<file path="src/hw/mcs_defs.svh">
// Offsets, field positions, reset values and counts of the column shift control
`ifndef MCS_DEFS_SVH
`define MCS_DEFS_SVH

`define MCS_ADDR_CTRL        12'h000
`define MCS_ADDR_STATUS      12'h004
`define MCS_ADDR_MULTIPLIER  12'h008
`define MCS_ADDR_MULTIPLICAND 12'h00C

`define MCS_CTRL_START_BIT   0
`define MCS_CTRL_CANCEL_BIT  1

`define MCS_DIGITS           6
`define MCS_PROD_DIGITS      11
`define MCS_DIGIT_MAX        4'h9
`define MCS_DIGIT_RESET      4'h0
`define MCS_RDATA_RESET      32'h0000_0000

`endif

</file>
<file path="src/hw/mcs_pkg.sv">
// Types shared by the column shift control block
package mcs_pkg;

    typedef struct packed {
        logic        psel;
        logic        penable;
        logic        pwrite;
        logic [11:0] paddr;
        logic [31:0] pwdata;
    } mcs_apb_req_t;

    typedef struct packed {
        logic        pready;
        logic [31:0] prdata;
        logic        pslverr;
    } mcs_apb_rsp_t;

    typedef struct packed {
        logic readin_pulse;
        logic step_pulse;
        logic roll_pulse;
        logic transfer_stop;
        logic sec_carry;
    } mcs_timing_t;

    typedef struct packed {
        logic [5:0]       multiplier_readin_latch;
        logic [5:0]       multiplicand_readin_latch;
        logic [5:0][3:0]  multiplier_digit;
        logic [5:0][3:0]  multiplicand_digit;
        logic [5:0]       multiplicand_output_latch;
        logic             multiplicand_readout_control_latch;
        logic             roll_phase;
        logic             tertiary_stage_one;
        logic             tertiary_stage_two;
        logic             tertiary_stage_three;
        logic             computation_run_latch;
        logic [10:0]      prod_pulse;
        logic             captured;
        logic [31:0]      prdata;
        logic             pslverr;
    } mcs_state_t;

endpackage

</file>
<file path="src/hw/mcs_column_shift.sv">
// Multiplier column shift control: operand read-in, stepping and transfer gating
// What this block does
// - Multiplier position counts read-in only when latched
// - Multiplicand latch set by brush, cleared by cancel
// - Units multiplier steps at 12 in sixth cycle
// - Positions two to six have own advance gates
// - Higher positions advance in successively earlier cycles
// - Multiplier positions are decade counters with carry
// - Units multiplier carry sets readout control latch
// - Ten phase-inverted roll pulses feed multiplicand positions
// - Output latch sets on carry, clears at 10
// - Set output latch opens its column shift gates
// - Zero digit carry at 10 is blocked
// - Stage one toggles on each running secondary carry except the one ending the sixth cycle
// - Stage two toggles when stage one turns off
// - Stage three sets after stage two; cancel clears
// - Timer decodes to six exclusive cycle selects
// - Sixth select drives units gate and half entry
// - End of sixth cycle clears run latch
//
// The APB slave port and the address map were decided locally.
`timescale 1ns/10ps
`include "mcs_defs.svh"

module mcs_column_shift
    import mcs_pkg::*;
(
    input  wire logic         pclk,
    input  wire logic         presetn,
    input  wire logic         ce,
    input  wire mcs_apb_req_t apb_req,
    output mcs_apb_rsp_t      apb_rsp,
    input  wire mcs_timing_t  timing,
    input  wire logic [5:0]   multiplier_brush,
    input  wire logic [5:0]   multiplicand_brush,
    output logic [10:0]       prod_pulse,
    output logic [5:0]        cycle_select,
    output logic              half_entry_control,
    output logic              computing
);

    // ************************************************************
    // State and decode
    // ************************************************************
    mcs_state_t  r;
    mcs_state_t  next_r;
    logic [5:0]  sel;
    logic [5:0]  mpr_inc;
    logic [5:0]  mpr_carry;
    logic [5:0]  mcd_inc;
    logic [5:0]  mcd_carry;
    logic [5:0][3:0] mpr_next;
    logic [5:0][3:0] mcd_next;
    logic [5:0][10:0] prod_contrib;
    logic [10:0] prod_hit;
    logic        apb_done;
    logic        wr;
    logic        start;
    logic        cancel;
    logic        last_carry;
    logic [31:0] rd_value;
    logic        rd_hit;

    function automatic logic [3:0] decade_bump(input logic [3:0] d);
        decade_bump = (d == `MCS_DIGIT_MAX) ? `MCS_DIGIT_RESET : d + 4'h1;
    endfunction

    // Select index is the multiplier position served: cycle k drives position 6-k
    always_comb
    begin
        sel = 6'h00;
        sel[5] = r.tertiary_stage_one & ~r.tertiary_stage_two & ~r.tertiary_stage_three;
        sel[4] = ~r.tertiary_stage_one & r.tertiary_stage_two & ~r.tertiary_stage_three;
        sel[3] = r.tertiary_stage_one & r.tertiary_stage_two & ~r.tertiary_stage_three;
        sel[2] = ~r.tertiary_stage_one & ~r.tertiary_stage_two & r.tertiary_stage_three;
        sel[1] = r.tertiary_stage_one & ~r.tertiary_stage_two & r.tertiary_stage_three;
        sel[0] = ~r.tertiary_stage_one & r.tertiary_stage_two & r.tertiary_stage_three;
    end

    // ************************************************************
    // Per-position counters and gates
    // ************************************************************
    genvar p;
    generate
        for (p = 0; p < `MCS_DIGITS; p = p + 1)
        begin : g_pos
            // Read-in gate or advance gate, each position with its own select
            assign mpr_inc[p] = (timing.readin_pulse & r.multiplier_readin_latch[p])
                | (timing.step_pulse & r.computation_run_latch & sel[p]);
            assign mpr_next[p] = decade_bump(r.multiplier_digit[p]);
            assign mpr_carry[p] = mpr_inc[p] & (r.multiplier_digit[p] == `MCS_DIGIT_MAX);
            // Roll pulses arrive one cycle late, in the opposite phase
            assign mcd_inc[p] = (timing.readin_pulse & r.multiplicand_readin_latch[p])
                | r.roll_phase;
            assign mcd_next[p] = decade_bump(r.multiplicand_digit[p]);
            assign mcd_carry[p] = r.roll_phase
                & (r.multiplicand_digit[p] == `MCS_DIGIT_MAX);
            // Output latch opens the gates to product positions p .. p+5
            assign prod_contrib[p] = r.multiplicand_output_latch[p]
                ? (11'(sel) << p) : 11'h000;
        end
    endgenerate

    always_comb
    begin
        prod_hit = 11'h000;
        for (int i = 0; i < `MCS_DIGITS; i++)
        begin
            prod_hit = prod_hit | prod_contrib[i];
        end
    end

    // ************************************************************
    // Register bus
    // ************************************************************
    assign apb_done = ce & apb_req.psel & apb_req.penable & r.captured;
    assign wr = apb_done & apb_req.pwrite;
    assign start = wr & (apb_req.paddr == `MCS_ADDR_CTRL)
        & apb_req.pwdata[`MCS_CTRL_START_BIT];
    assign cancel = wr & (apb_req.paddr == `MCS_ADDR_CTRL)
        & apb_req.pwdata[`MCS_CTRL_CANCEL_BIT];
    assign last_carry = timing.sec_carry & r.computation_run_latch & sel[0];

    always_comb
    begin
        rd_hit = 1'b1;
        case (apb_req.paddr)
            `MCS_ADDR_CTRL:
                rd_value = `MCS_RDATA_RESET;
            `MCS_ADDR_STATUS:
                rd_value = {3'h0, sel, r.computation_run_latch, r.tertiary_stage_three,
                    r.tertiary_stage_two, r.tertiary_stage_one,
                    r.multiplicand_readout_control_latch, r.multiplicand_output_latch,
                    r.multiplicand_readin_latch, r.multiplier_readin_latch};
            `MCS_ADDR_MULTIPLIER:
                rd_value = {8'h00, r.multiplier_digit};
            `MCS_ADDR_MULTIPLICAND:
                rd_value = {8'h00, r.multiplicand_digit};
            default:
            begin
                rd_value = `MCS_RDATA_RESET;
                rd_hit = 1'b0;
            end
        endcase
    end

    assign apb_rsp.pready = ce & r.captured;
    assign apb_rsp.prdata = r.prdata;
    assign apb_rsp.pslverr = r.pslverr;

    // ************************************************************
    // Next state
    // ************************************************************
    always_comb
    begin
        next_r = r;
        next_r.captured = apb_req.psel & ~apb_done;
        if (apb_req.psel & ~r.captured)
        begin
            next_r.prdata = rd_value;
            next_r.pslverr = ~rd_hit;
        end
        next_r.multiplier_readin_latch = r.multiplier_readin_latch | multiplier_brush;
        next_r.multiplicand_readin_latch = r.multiplicand_readin_latch
            | multiplicand_brush;
        for (int i = 0; i < `MCS_DIGITS; i++)
        begin
            if (mpr_inc[i])
            begin
                next_r.multiplier_digit[i] = mpr_next[i];
            end
            if (mcd_inc[i])
            begin
                next_r.multiplicand_digit[i] = mcd_next[i];
            end
        end
        next_r.roll_phase = timing.roll_pulse & r.multiplicand_readout_control_latch
            & r.computation_run_latch;
        next_r.prod_pulse = r.roll_phase ? prod_hit : 11'h000;
        // Stop pulse wins over a carry in the same cycle
        next_r.multiplicand_output_latch = (r.multiplicand_output_latch | mcd_carry)
            & ~{6{timing.transfer_stop}};
        if (timing.sec_carry & r.computation_run_latch)
        begin
            next_r.multiplicand_readout_control_latch = 1'b0;
        end
        if (|mpr_carry)
        begin
            next_r.multiplicand_readout_control_latch = 1'b1;
        end
        if (start & ~r.computation_run_latch)
        begin
            next_r.computation_run_latch = 1'b1;
            next_r.tertiary_stage_one = 1'b0;
            next_r.tertiary_stage_two = 1'b0;
            next_r.tertiary_stage_three = 1'b0;
        end
        else if (last_carry)
        begin
            next_r.computation_run_latch = 1'b0;
        end
        else if (timing.sec_carry & r.computation_run_latch)
        begin
            next_r.tertiary_stage_one = ~r.tertiary_stage_one;
            if (r.tertiary_stage_one)
            begin
                next_r.tertiary_stage_two = ~r.tertiary_stage_two;
                if (r.tertiary_stage_two)
                begin
                    next_r.tertiary_stage_three = 1'b1;
                end
            end
        end
        if (cancel)
        begin
            next_r.multiplier_readin_latch = 6'h00;
            next_r.multiplicand_readin_latch = 6'h00;
            next_r.multiplier_digit = '0;
            next_r.multiplicand_digit = '0;
            next_r.multiplicand_output_latch = 6'h00;
            next_r.multiplicand_readout_control_latch = 1'b0;
            next_r.roll_phase = 1'b0;
            next_r.tertiary_stage_one = 1'b0;
            next_r.tertiary_stage_two = 1'b0;
            next_r.tertiary_stage_three = 1'b0;
            next_r.computation_run_latch = 1'b0;
        end
    end

    always_ff @(posedge pclk or negedge presetn)
    begin
        if (!presetn)
        begin
            r <= '0;
        end
        else if (ce)
        begin
            r <= next_r;
        end
    end

    assign prod_pulse = r.prod_pulse;
    assign cycle_select = sel;
    assign half_entry_control = sel[0] & r.computation_run_latch;
    assign computing = r.computation_run_latch;
endmodule

</file>
<file path="config.mk">
export PLATFORM = sky130hd
export DESIGN_NAME = mcs_column_shift
export DESIGN_NICKNAME = d
export VERILOG_FILES = /design/src/hw/mcs_pkg.sv /design/src/hw/mcs_column_shift.sv
export VERILOG_INCLUDE_DIRS = /design/src /design/src/hw
export SDC_FILE = /design/constraint.sdc
export NUM_CORES = 1
export LEC_CHECK = 0
export BUFFER_PORTS_ARGS = -buffer_cell sky130_fd_sc_hd__clkbuf_2
export CAP_MARGIN = 20
export CORE_ASPECT_RATIO = 0.6
export CORE_UTILIZATION = 45
export DETAILED_ROUTE_END_ITERATION = 6
export PLACE_DENSITY = 0.74
export SETUP_SLACK_MARGIN = 0.2
export SYNTH_ARGS = -nofsm -noshare
export SYNTH_HDL_FRONTEND = slang
export SYNTH_SLANG_ARGS = --single-unit
</file>
<file path="constraint.sdc">
create_clock -name pclk -period 3.24 [get_ports pclk]
set_clock_uncertainty 0.1 [all_clocks]
set_input_delay 0.486 -clock pclk [delete_from_list [all_inputs] [get_ports pclk]]
set_output_delay 0.486 -clock pclk [all_outputs]
set_load 0.03 [all_outputs]
</file>
# ---- Yosys cells after proc, flatten, opt, wreduce, memory -nomap -nowiden
# Cells that the tools add are included.
dict set report classes {
  n_addsub 12
  n_eq_ne 16
  n_mux 42
  n_bitwise 86
  n_reduce_logical 38
}
# op count
set op_table {}
lappend op_table {{$mux W4} 25}
lappend op_table {{$pmux W29 S3} 1}
lappend op_table {{$mux W72} 1}
lappend op_table {{$and A1 B1 Y1} 57}
lappend op_table {{$add A4 B1 Y4 const B} 12}
lappend op_table {{$eq A4 B4 Y1 const B} 12}
lappend op_table {{$reduce_and A2 Y1} 15}
lappend op_table {{$eq A12 B4 Y1 const B} 2}
lappend op_table {{$reduce_bool A2 Y1} 12}
lappend op_table {{$mux W11} 2}
lappend op_table {{$or A6 B6 Y6} 3}
lappend op_table {{$reduce_bool A3 Y1} 5}
lappend op_table {{$eq A12 B3 Y1 const B} 1}
lappend op_table {{$logic_not A12 Y1} 1}
lappend op_table {{$or A1 B1 Y1} 12}
lappend op_table {{$or A10 B11 Y11} 1}
lappend op_table {{$mux W10} 1}
lappend op_table {{$or A9 B10 Y10} 1}
lappend op_table {{$mux W9} 1}
lappend op_table {{$or A8 B9 Y9} 1}
lappend op_table {{$mux W8} 1}
lappend op_table {{$or A7 B8 Y8} 1}
lappend op_table {{$mux W7} 1}
lappend op_table {{$not A1 Y1} 7}
lappend op_table {{13 further kinds} 18}
dict set report word_totals {
  reg_bits 117
  wordCells 219
}

# ---- Longest topological paths before layout
# Gate-level depths: netlist of the first run.
dict set report logic_depth {
  word_depth 10
  depth_mapped 7
  mapped_depth_nobuf 6
}

# ---- Worst setup path after synthesis of the first run
# No wires, ideal clock.
dict set report synth_path {
  kind {reg-to-reg}
  from {register r[47] (netlist name)}
  to {register r[92] (netlist name)}
  setup_ns 0.082
  arrival_time_ns 2.461
  required_time_ns 3.058
  path_slack_ns 0.597
  path_stages_with_launch 6
  path_buffers 1
  synth_period_minus_slack_ns 2.643
  cell_sequence {dfrtp_1 -> clkbuf_1 -> nor3b_1 -> a22oi_1 -> or4_1 -> a31oi_1}
}
dict set report synth_via {
  elab_chain_len 7
}
# item line
set synth_rtl {}
lappend synth_rtl {{from (decl)} mcs_column_shift.sv:45} ;# mcs_state_t r;
lappend synth_rtl {{from (signal assigned)} mcs_column_shift.sv:238} ;# r <= next_r;
lappend synth_rtl {{$not A1 Y1} mcs_column_shift.sv:75} ;# sel[2] = ~r.tertiary_stage_one & ~r.tertiary_stage_two & r.tertiary_stage_three;
lappend synth_rtl {{$and A1 B1 Y1 (2 in series)} mcs_column_shift.sv:75}
lappend synth_rtl {{net cycle_select[2]} mcs_column_shift.sv:37} ;# output logic [5:0] cycle_select,
lappend synth_rtl {{$and A1 B1 Y1} mcs_column_shift.sv:89} ;# | (timing.step_pulse & r.computation_run_latch & sel[p]);
lappend synth_rtl {{$or A1 B1 Y1} mcs_column_shift.sv:89}
lappend synth_rtl {{$reduce_bool A2 Y1 (no line)} -}
lappend synth_rtl {{$reduce_and A2 Y1 (no line)} -}
# The timed path passes the listed nets, and every way through them passes these cells.
# A chain may end at the register's enable or synchronous reset.

# ---- Worst setup path after layout of the first run
dict set report layout_path {
  from {register r[46] (netlist name)}
  to {output half_entry_control}
}
dict set report layout_via {
  elab_chain_len 2
}
# item line
set layout_rtl {}
lappend layout_rtl {{$and A1 B1 Y1} mcs_column_shift.sv:77} ;# sel[0] = ~r.tertiary_stage_one & r.tertiary_stage_two & r.tertiary_stage_three;
lappend layout_rtl {{$and A1 B1 Y1} mcs_column_shift.sv:244} ;# assign half_entry_control = sel[0] & r.computation_run_latch;
lappend layout_rtl {{to (decl)} mcs_column_shift.sv:38} ;# output logic half_entry_control,
# No other way between the ends.

==> results of run 1 <==
==> worst paths after layout <==
check	from	end	slack, ps	depth (start not counted)
setup / recovery	r[46]$_DFFE_PN0P_	half_entry_control	460	3
hold reg to reg	apb_rsp[28]$_DFFE_PN0P_	apb_rsp[28]$_DFFE_PN0P_	380	2
hold / removal	multiplicand_brush[4]	r[109]$_DFFE_PN0P_	210	3
setup reg to reg	r[46]$_DFFE_PN0P_	r[96]$_DFFE_PN0P_	720	4
min in group asynchronous	presetn	apb_rsp[14]$_DFFE_PN0P_	520	2
max in group asynchronous	presetn	r[111]$_DFFE_PN0P_	1750	3
==> stage by stage <==
stage | utilization | instance area [µm²]
after detailed placement | 0.490 | 7190
after CTS | 0.533 | 7820
after global placement | 0.490 | 7190
after global routing | 0.533 | 7820
final | 0.533 | 7820
after floorplan | - | 6860
==> critical path, stage by stage, from the launching register on <==
cell	delay, ps
dfrtp_1	810
nand2b_1	360
nor3_1	340
clkbuf_2	270
==> state kept, by name, summed over array words and instances, names as in the netlist <==
signal      flops
computing       1
r              72
prod_pulse     11
apb_rsp        30
==> kinds of logic after synthesis <==
family,Yosys count,synth area share
AOI/OAI and AO/OA,216,0.203
muxes,37,0.0574
xor gates and xnor gates,1,0.00128
and+or+nand+nor,242,0.185
other,1,0.000548
buffers and inverters,119,0.0932
DFF,114,0.417
adders and majority gates,24,0.0438
==> where the power goes <==
group | total (µW) | internal, µW | switching [µW]
Sequential | 2220 | 1750 | 472
Clock | 2020 | 1310 | 710
Combinational | 1810 | 791 | 1010
Total | 6040 | 3850 | 2200
==> metal layers <==
layer	vias to the layer above	GRT usage
li1	2756	-
met1	2861	0.408
met4	0	0.0588
met5	-	0
met3	20	0.0798
met2	330	0.341
==> cells in the final DEF, fill, tap and decap left out, types with 20 or more instances in the layout <==
master / netlist / layout
dfrtp_1: 114 / 114
clkbuf_2: 0 / 85
nand2_1: 72 / 72
nor2_1: 67 / 67
o21ai_0: 47 / 47
a21oi_1: 43 / 43
inv_1: 28 / 28
a22oi_1: 28 / 28
ha_1: 24 / 24
o21ai_1: 20 / 20
==> layout make-up <==
type	count	area, µm²	share of cell area
flip-flops and latches	114	2850	0.365
repair buffers	105	603	0.0771
inverters	28	105	0.0134
multi-input cells	523	3390	0.433
well taps	198	248	0.0317
clock inverters	12	181	0.0232
clock buffers	20	447	0.0571
==> results.cfg, run 1 <==
[pwr]
power_density_mw_per_mm2 = 773
p_leak_uw = 0.00351
ir_worst_vdd_uv = 327
power_uw = 6040

[synth]
synth_top_cell_area_share = 0.417
synth_top_area_cell = dfrtp_1
ys_top_cells_by_area = dfrtp_1, buf_4, ha_1
synth_ff_type = dfrtp_1
yosys-top-cells-count = dfrtp_1, nand2_1, nor2_1
synth-seq-cells = 114
syn-cell-area_mm2 = 0.00685
synth_warnings = 0
yosysSeqAreaShare = 0.417
ys_types = 61
yosysMostFrequentCell = dfrtp_1
synthArstFlopShare = 1.00
synth_edf_count = 0
avgSynthCellArea_um2 = 9.08
netlist_instances = 754

[sta]
tightestPinTransition_ps = 937
hold_violations = 0
slew_violations = 0
slew_headroom = 0.374
holdWs_ps = 212
tns_ps = 0
period_share = 0.858
setup_viol = 0
fmax_mhz = 360
min_period_ps = 2780
finalWorstSetupSlack_ps = 460
rsz0062_at_grt = no

[finish]
n_antenna_cell = 0
drive_gt1_frac = 0.201
instances_no_fill = 1000
n_fill_cell = 1322
layout.nets = 880
area_growth_pct = 14.2

[clock_tree]
cts_tree = done
cts_htree_levels = 4
cts.path.max_buffers = 2
post_cts_buffers = 0
cts-root-buf = clkbuf_16
ctsHoldBuffers = 1
path_clk_slew_ps = 60
cts.sinks = 114
clk_latency_ps = 420
numCtsBuffers = 17
ctsResizeCount = 0

[setup_path]
start_kind = flip-flop
crit_required_ps = 2650
cp_data_arrival_time_ps = 2190
critPathCaptureType = primary output
critPathKind = flip-flop to primary output
critPathMaxFanout = 22

[detailed_routing]
drt-initial-drc-count = 747
wl_um = 19700
topRoutingLayerUsed = met4
drt-wirelength-per-cell_um = 19.7
vias = 5967
wl_met2_um = 7870
m1WireLength_um = 9460
met3_length_um = 2230
route.antenna.remaining_nets = 0
via_per_inst = 5.97
dr.pass1.iters = 7
route.detailed.drc = 0

[placed_design]
dp_cells = 967
place_hpwl_um = 13700
globalplace.congestion = 0.934
io_buffers = 86
dp_slack_ps = 603

[die]
core_region_area_mm2 = 0.0147
die_h_um = 97.6
dieArea_mm2 = 0.0157
start_util = 0.467
rows = 34
num_io_pins = 120
dieWidth_um = 161

[grt]
grt_pass1_vias = 5468
grt_max_degree = 54
gr-total-overflow = 0
grt_pass1_wl_um = 31400
antenna_found_initial = 0
grt_usage = 0.261

[run_status]
outcome = completed

[run]
max_cap_viol_count = 0

[min_path]
hp-class = input port to flip-flop
Note: power is estimated with default switching activity, not from simulation.
==> inputs of run 2 (changes only) <==
--- a/config.mk
+++ b/config.mk
@@ -9,9 +9,9 @@
 export BUFFER_PORTS_ARGS = -buffer_cell sky130_fd_sc_hd__clkbuf_2
 export CAP_MARGIN = 20
 export CORE_ASPECT_RATIO = 0.6
-export CORE_UTILIZATION = 45
+export CORE_UTILIZATION = 50
 export DETAILED_ROUTE_END_ITERATION = 6
-export PLACE_DENSITY = 0.74
+export PLACE_DENSITY = 0.8
 export SETUP_SLACK_MARGIN = 0.2
 export SYNTH_ARGS = -nofsm -noshare
 export SYNTH_HDL_FRONTEND = slang
==> run 2 against run 1 <==
Net effect:
- the flow now finishes with violations (negative hold slack)
- non-clock buffer count did not move
- register-to-register slack improved by 150 ps
- setup slack improved by 220 ps
- global-route usage rose by 2.5 points
- combinational power barely moved
- largest power group unchanged
- wire length fell by 1.5%
- utilization rose by 5.8 points
- sequential power barely moved
- sequential share of layout area rose by 0.42 points
==> results.cfg, run 2 (synthesized netlist as in run 1, its figures left out) <==
[die]
dieArea_mm2 = 0.0142
core_region_area_mm2 = 0.0131
dieWidth_um = 153
die_h_um = 92.7
num_io_pins = 120
rows = 32
start_util = 0.523

[clock_tree]
ctsHoldBuffers = 0
cts_htree_levels = 4
clk_latency_ps = 420
path_clk_slew_ps = 60
post_cts_buffers = 0
cts.path.max_buffers = 2
ctsResizeCount = 0
cts_tree = done
cts-root-buf = clkbuf_16
numCtsBuffers = 17
cts.sinks = 114

[detailed_routing]
route.antenna.remaining_nets = 0
route.detailed.drc = 0
drt-initial-drc-count = 591
vias = 6081
drt-wirelength-per-cell_um = 20.0
via_per_inst = 6.26
dr.pass1.iters = 7
wl_um = 19400

[pwr]
ir_worst_vdd_uv = 354
power_density_mw_per_mm2 = 761
p_leak_uw = 0.00350

[finish]
area_growth_pct = 12.9
largest_register_ffs = 72
drive_gt1_frac = 0.203
n_antenna_cell = 0
layout.nets = 880
largest-register = r
final_common_cell = dfrtp_1
layout_common_cells = dfrtp_1, clkbuf_2, nand2_1, nor2_1, o21ai_0

[sta]
hold_violations = 13
slew_violations = 0
setup_viol = 0
tightestPinTransition_ps = 783
holdWs_ps = -4.92
tns_ps = 0
period_share = 0.791
slew_headroom = 0.476
rsz0062_at_grt = no
fmax_mhz = 390
min_period_ps = 2560

[setup_path]
start_kind = flip-flop
worstRegToRegCells = 5
regToRegEndpoint = r[100]$_DFFE_PN0P_
critPathKind = flip-flop to primary output
max_stage_delay_ps = 550
path_cells = buf_4 -> inv_1 -> nor3_1 -> clkbuf_2
critPathCaptureType = primary output
r2r-start = r[47]$_DFFE_PN0P_
r2r_setup_slack_ps = 870
cp_data_arrival_time_ps = 1980
slowest_stage = dfrtp_1
critPathMaxFanout = 14
crit_required_ps = 2650

[grt]
grt_pass1_vias = 5558
antenna_found_initial = 0
grt_usage = 0.285
grt_max_degree = 54
grt_pass1_wl_um = 30700
gr-total-overflow = 0

[run]
max_cap_viol_count = 0

[placed_design]
place_hpwl_um = 13400
io_buffers = 86
globalplace.congestion = 0.926

[run_status]
outcome = finished, violations left
violations = negative hold slack

[min_path]
hp-class = input port to asynchronous set/reset pin
-- run 2: cell types whose count changed in the layout (fill, tap and decap cells not counted), sizes merged --
cell | previous run | this run
buf | 19 | 20
bufinv | 4 | 2
clkbuf | 105 | 103
clkinv | 3 | 7
clkinvlp | 4 | 3
dlygate4sd3 | 1 | 0
-- run 2: cell type report --
type	instances	area, µm²
Tap cell	170	213
Multi-Input combinational cell	523	3390
Fill cell	1135	5360
Timing Repair Buffer	105	601
Clock inverter	13	138
Inverter	28	105
Clock buffer	18	439
Sequential cell	114	2850
-- run 2: worst max-delay path: cells and delay by family, from the launching register on --
family                 cells  cell delay (ps)
buffers and inverters      3              690
DFF                        1              550
and+or+nand+nor            1              320
-- run 2: where the power goes --
group	internal (µW)	switching [µW]	total, µW
sequential	1750	488	2240
combinational	786	1020	1800
clock	1140	702	1850
total	3680	2210	5890
-- run 2: through the flow --
stage / total power [µW] / utilization / setup WS, ps / area [µm²] / instances
5_1_grt: 6210 / 0.591 / 598 / 7730 / 971
6_report: 5890 / 0.591 / 677 / 7730 / 971
4_1_cts: 5830 / 0.591 / 729 / 7730 / 971
2_1_floorplan: 3420 / - / 597 / 6860 / 756
3_3_place_gp: 3900 / 0.547 / 636 / 7160 / 940
3_5_place_dp: 3960 / 0.547 / 600 / 7160 / 940
-- run 2: worst max path at each step --
| stage | startpoint | to | slack [ps] | cells after the start |
|---|---|---|---|---|
| after floorplan | r[47]$_DFFE_PN0P_ | r[92]$_DFFE_PN0P_ | 600 | 5 |
| final | r[47]$_DFFE_PN0P_ | half_entry_control | 680 | 4 |
| after detailed placement | apb_req[33] | apb_rsp[3]$_DFFE_PN0P_ | 600 | 5 |
| after CTS | r[47]$_DFFE_PN0P_ | half_entry_control | 730 | 4 |
| after global placement | apb_req[33] | apb_rsp[2]$_DFFE_PN0P_ | 640 | 5 |
| after global routing | r[47]$_DFFE_PN0P_ | half_entry_control | 600 | 4 |
-- run 2: layer usage --
metal	routed length, µm	GRT usage	vias up
met5	0	0	-
met4	237	0.0648	0
met3	2570	0.123	29
met2	7710	0.387	354
met1	8930	0.413	2949
li1	-	-	2749
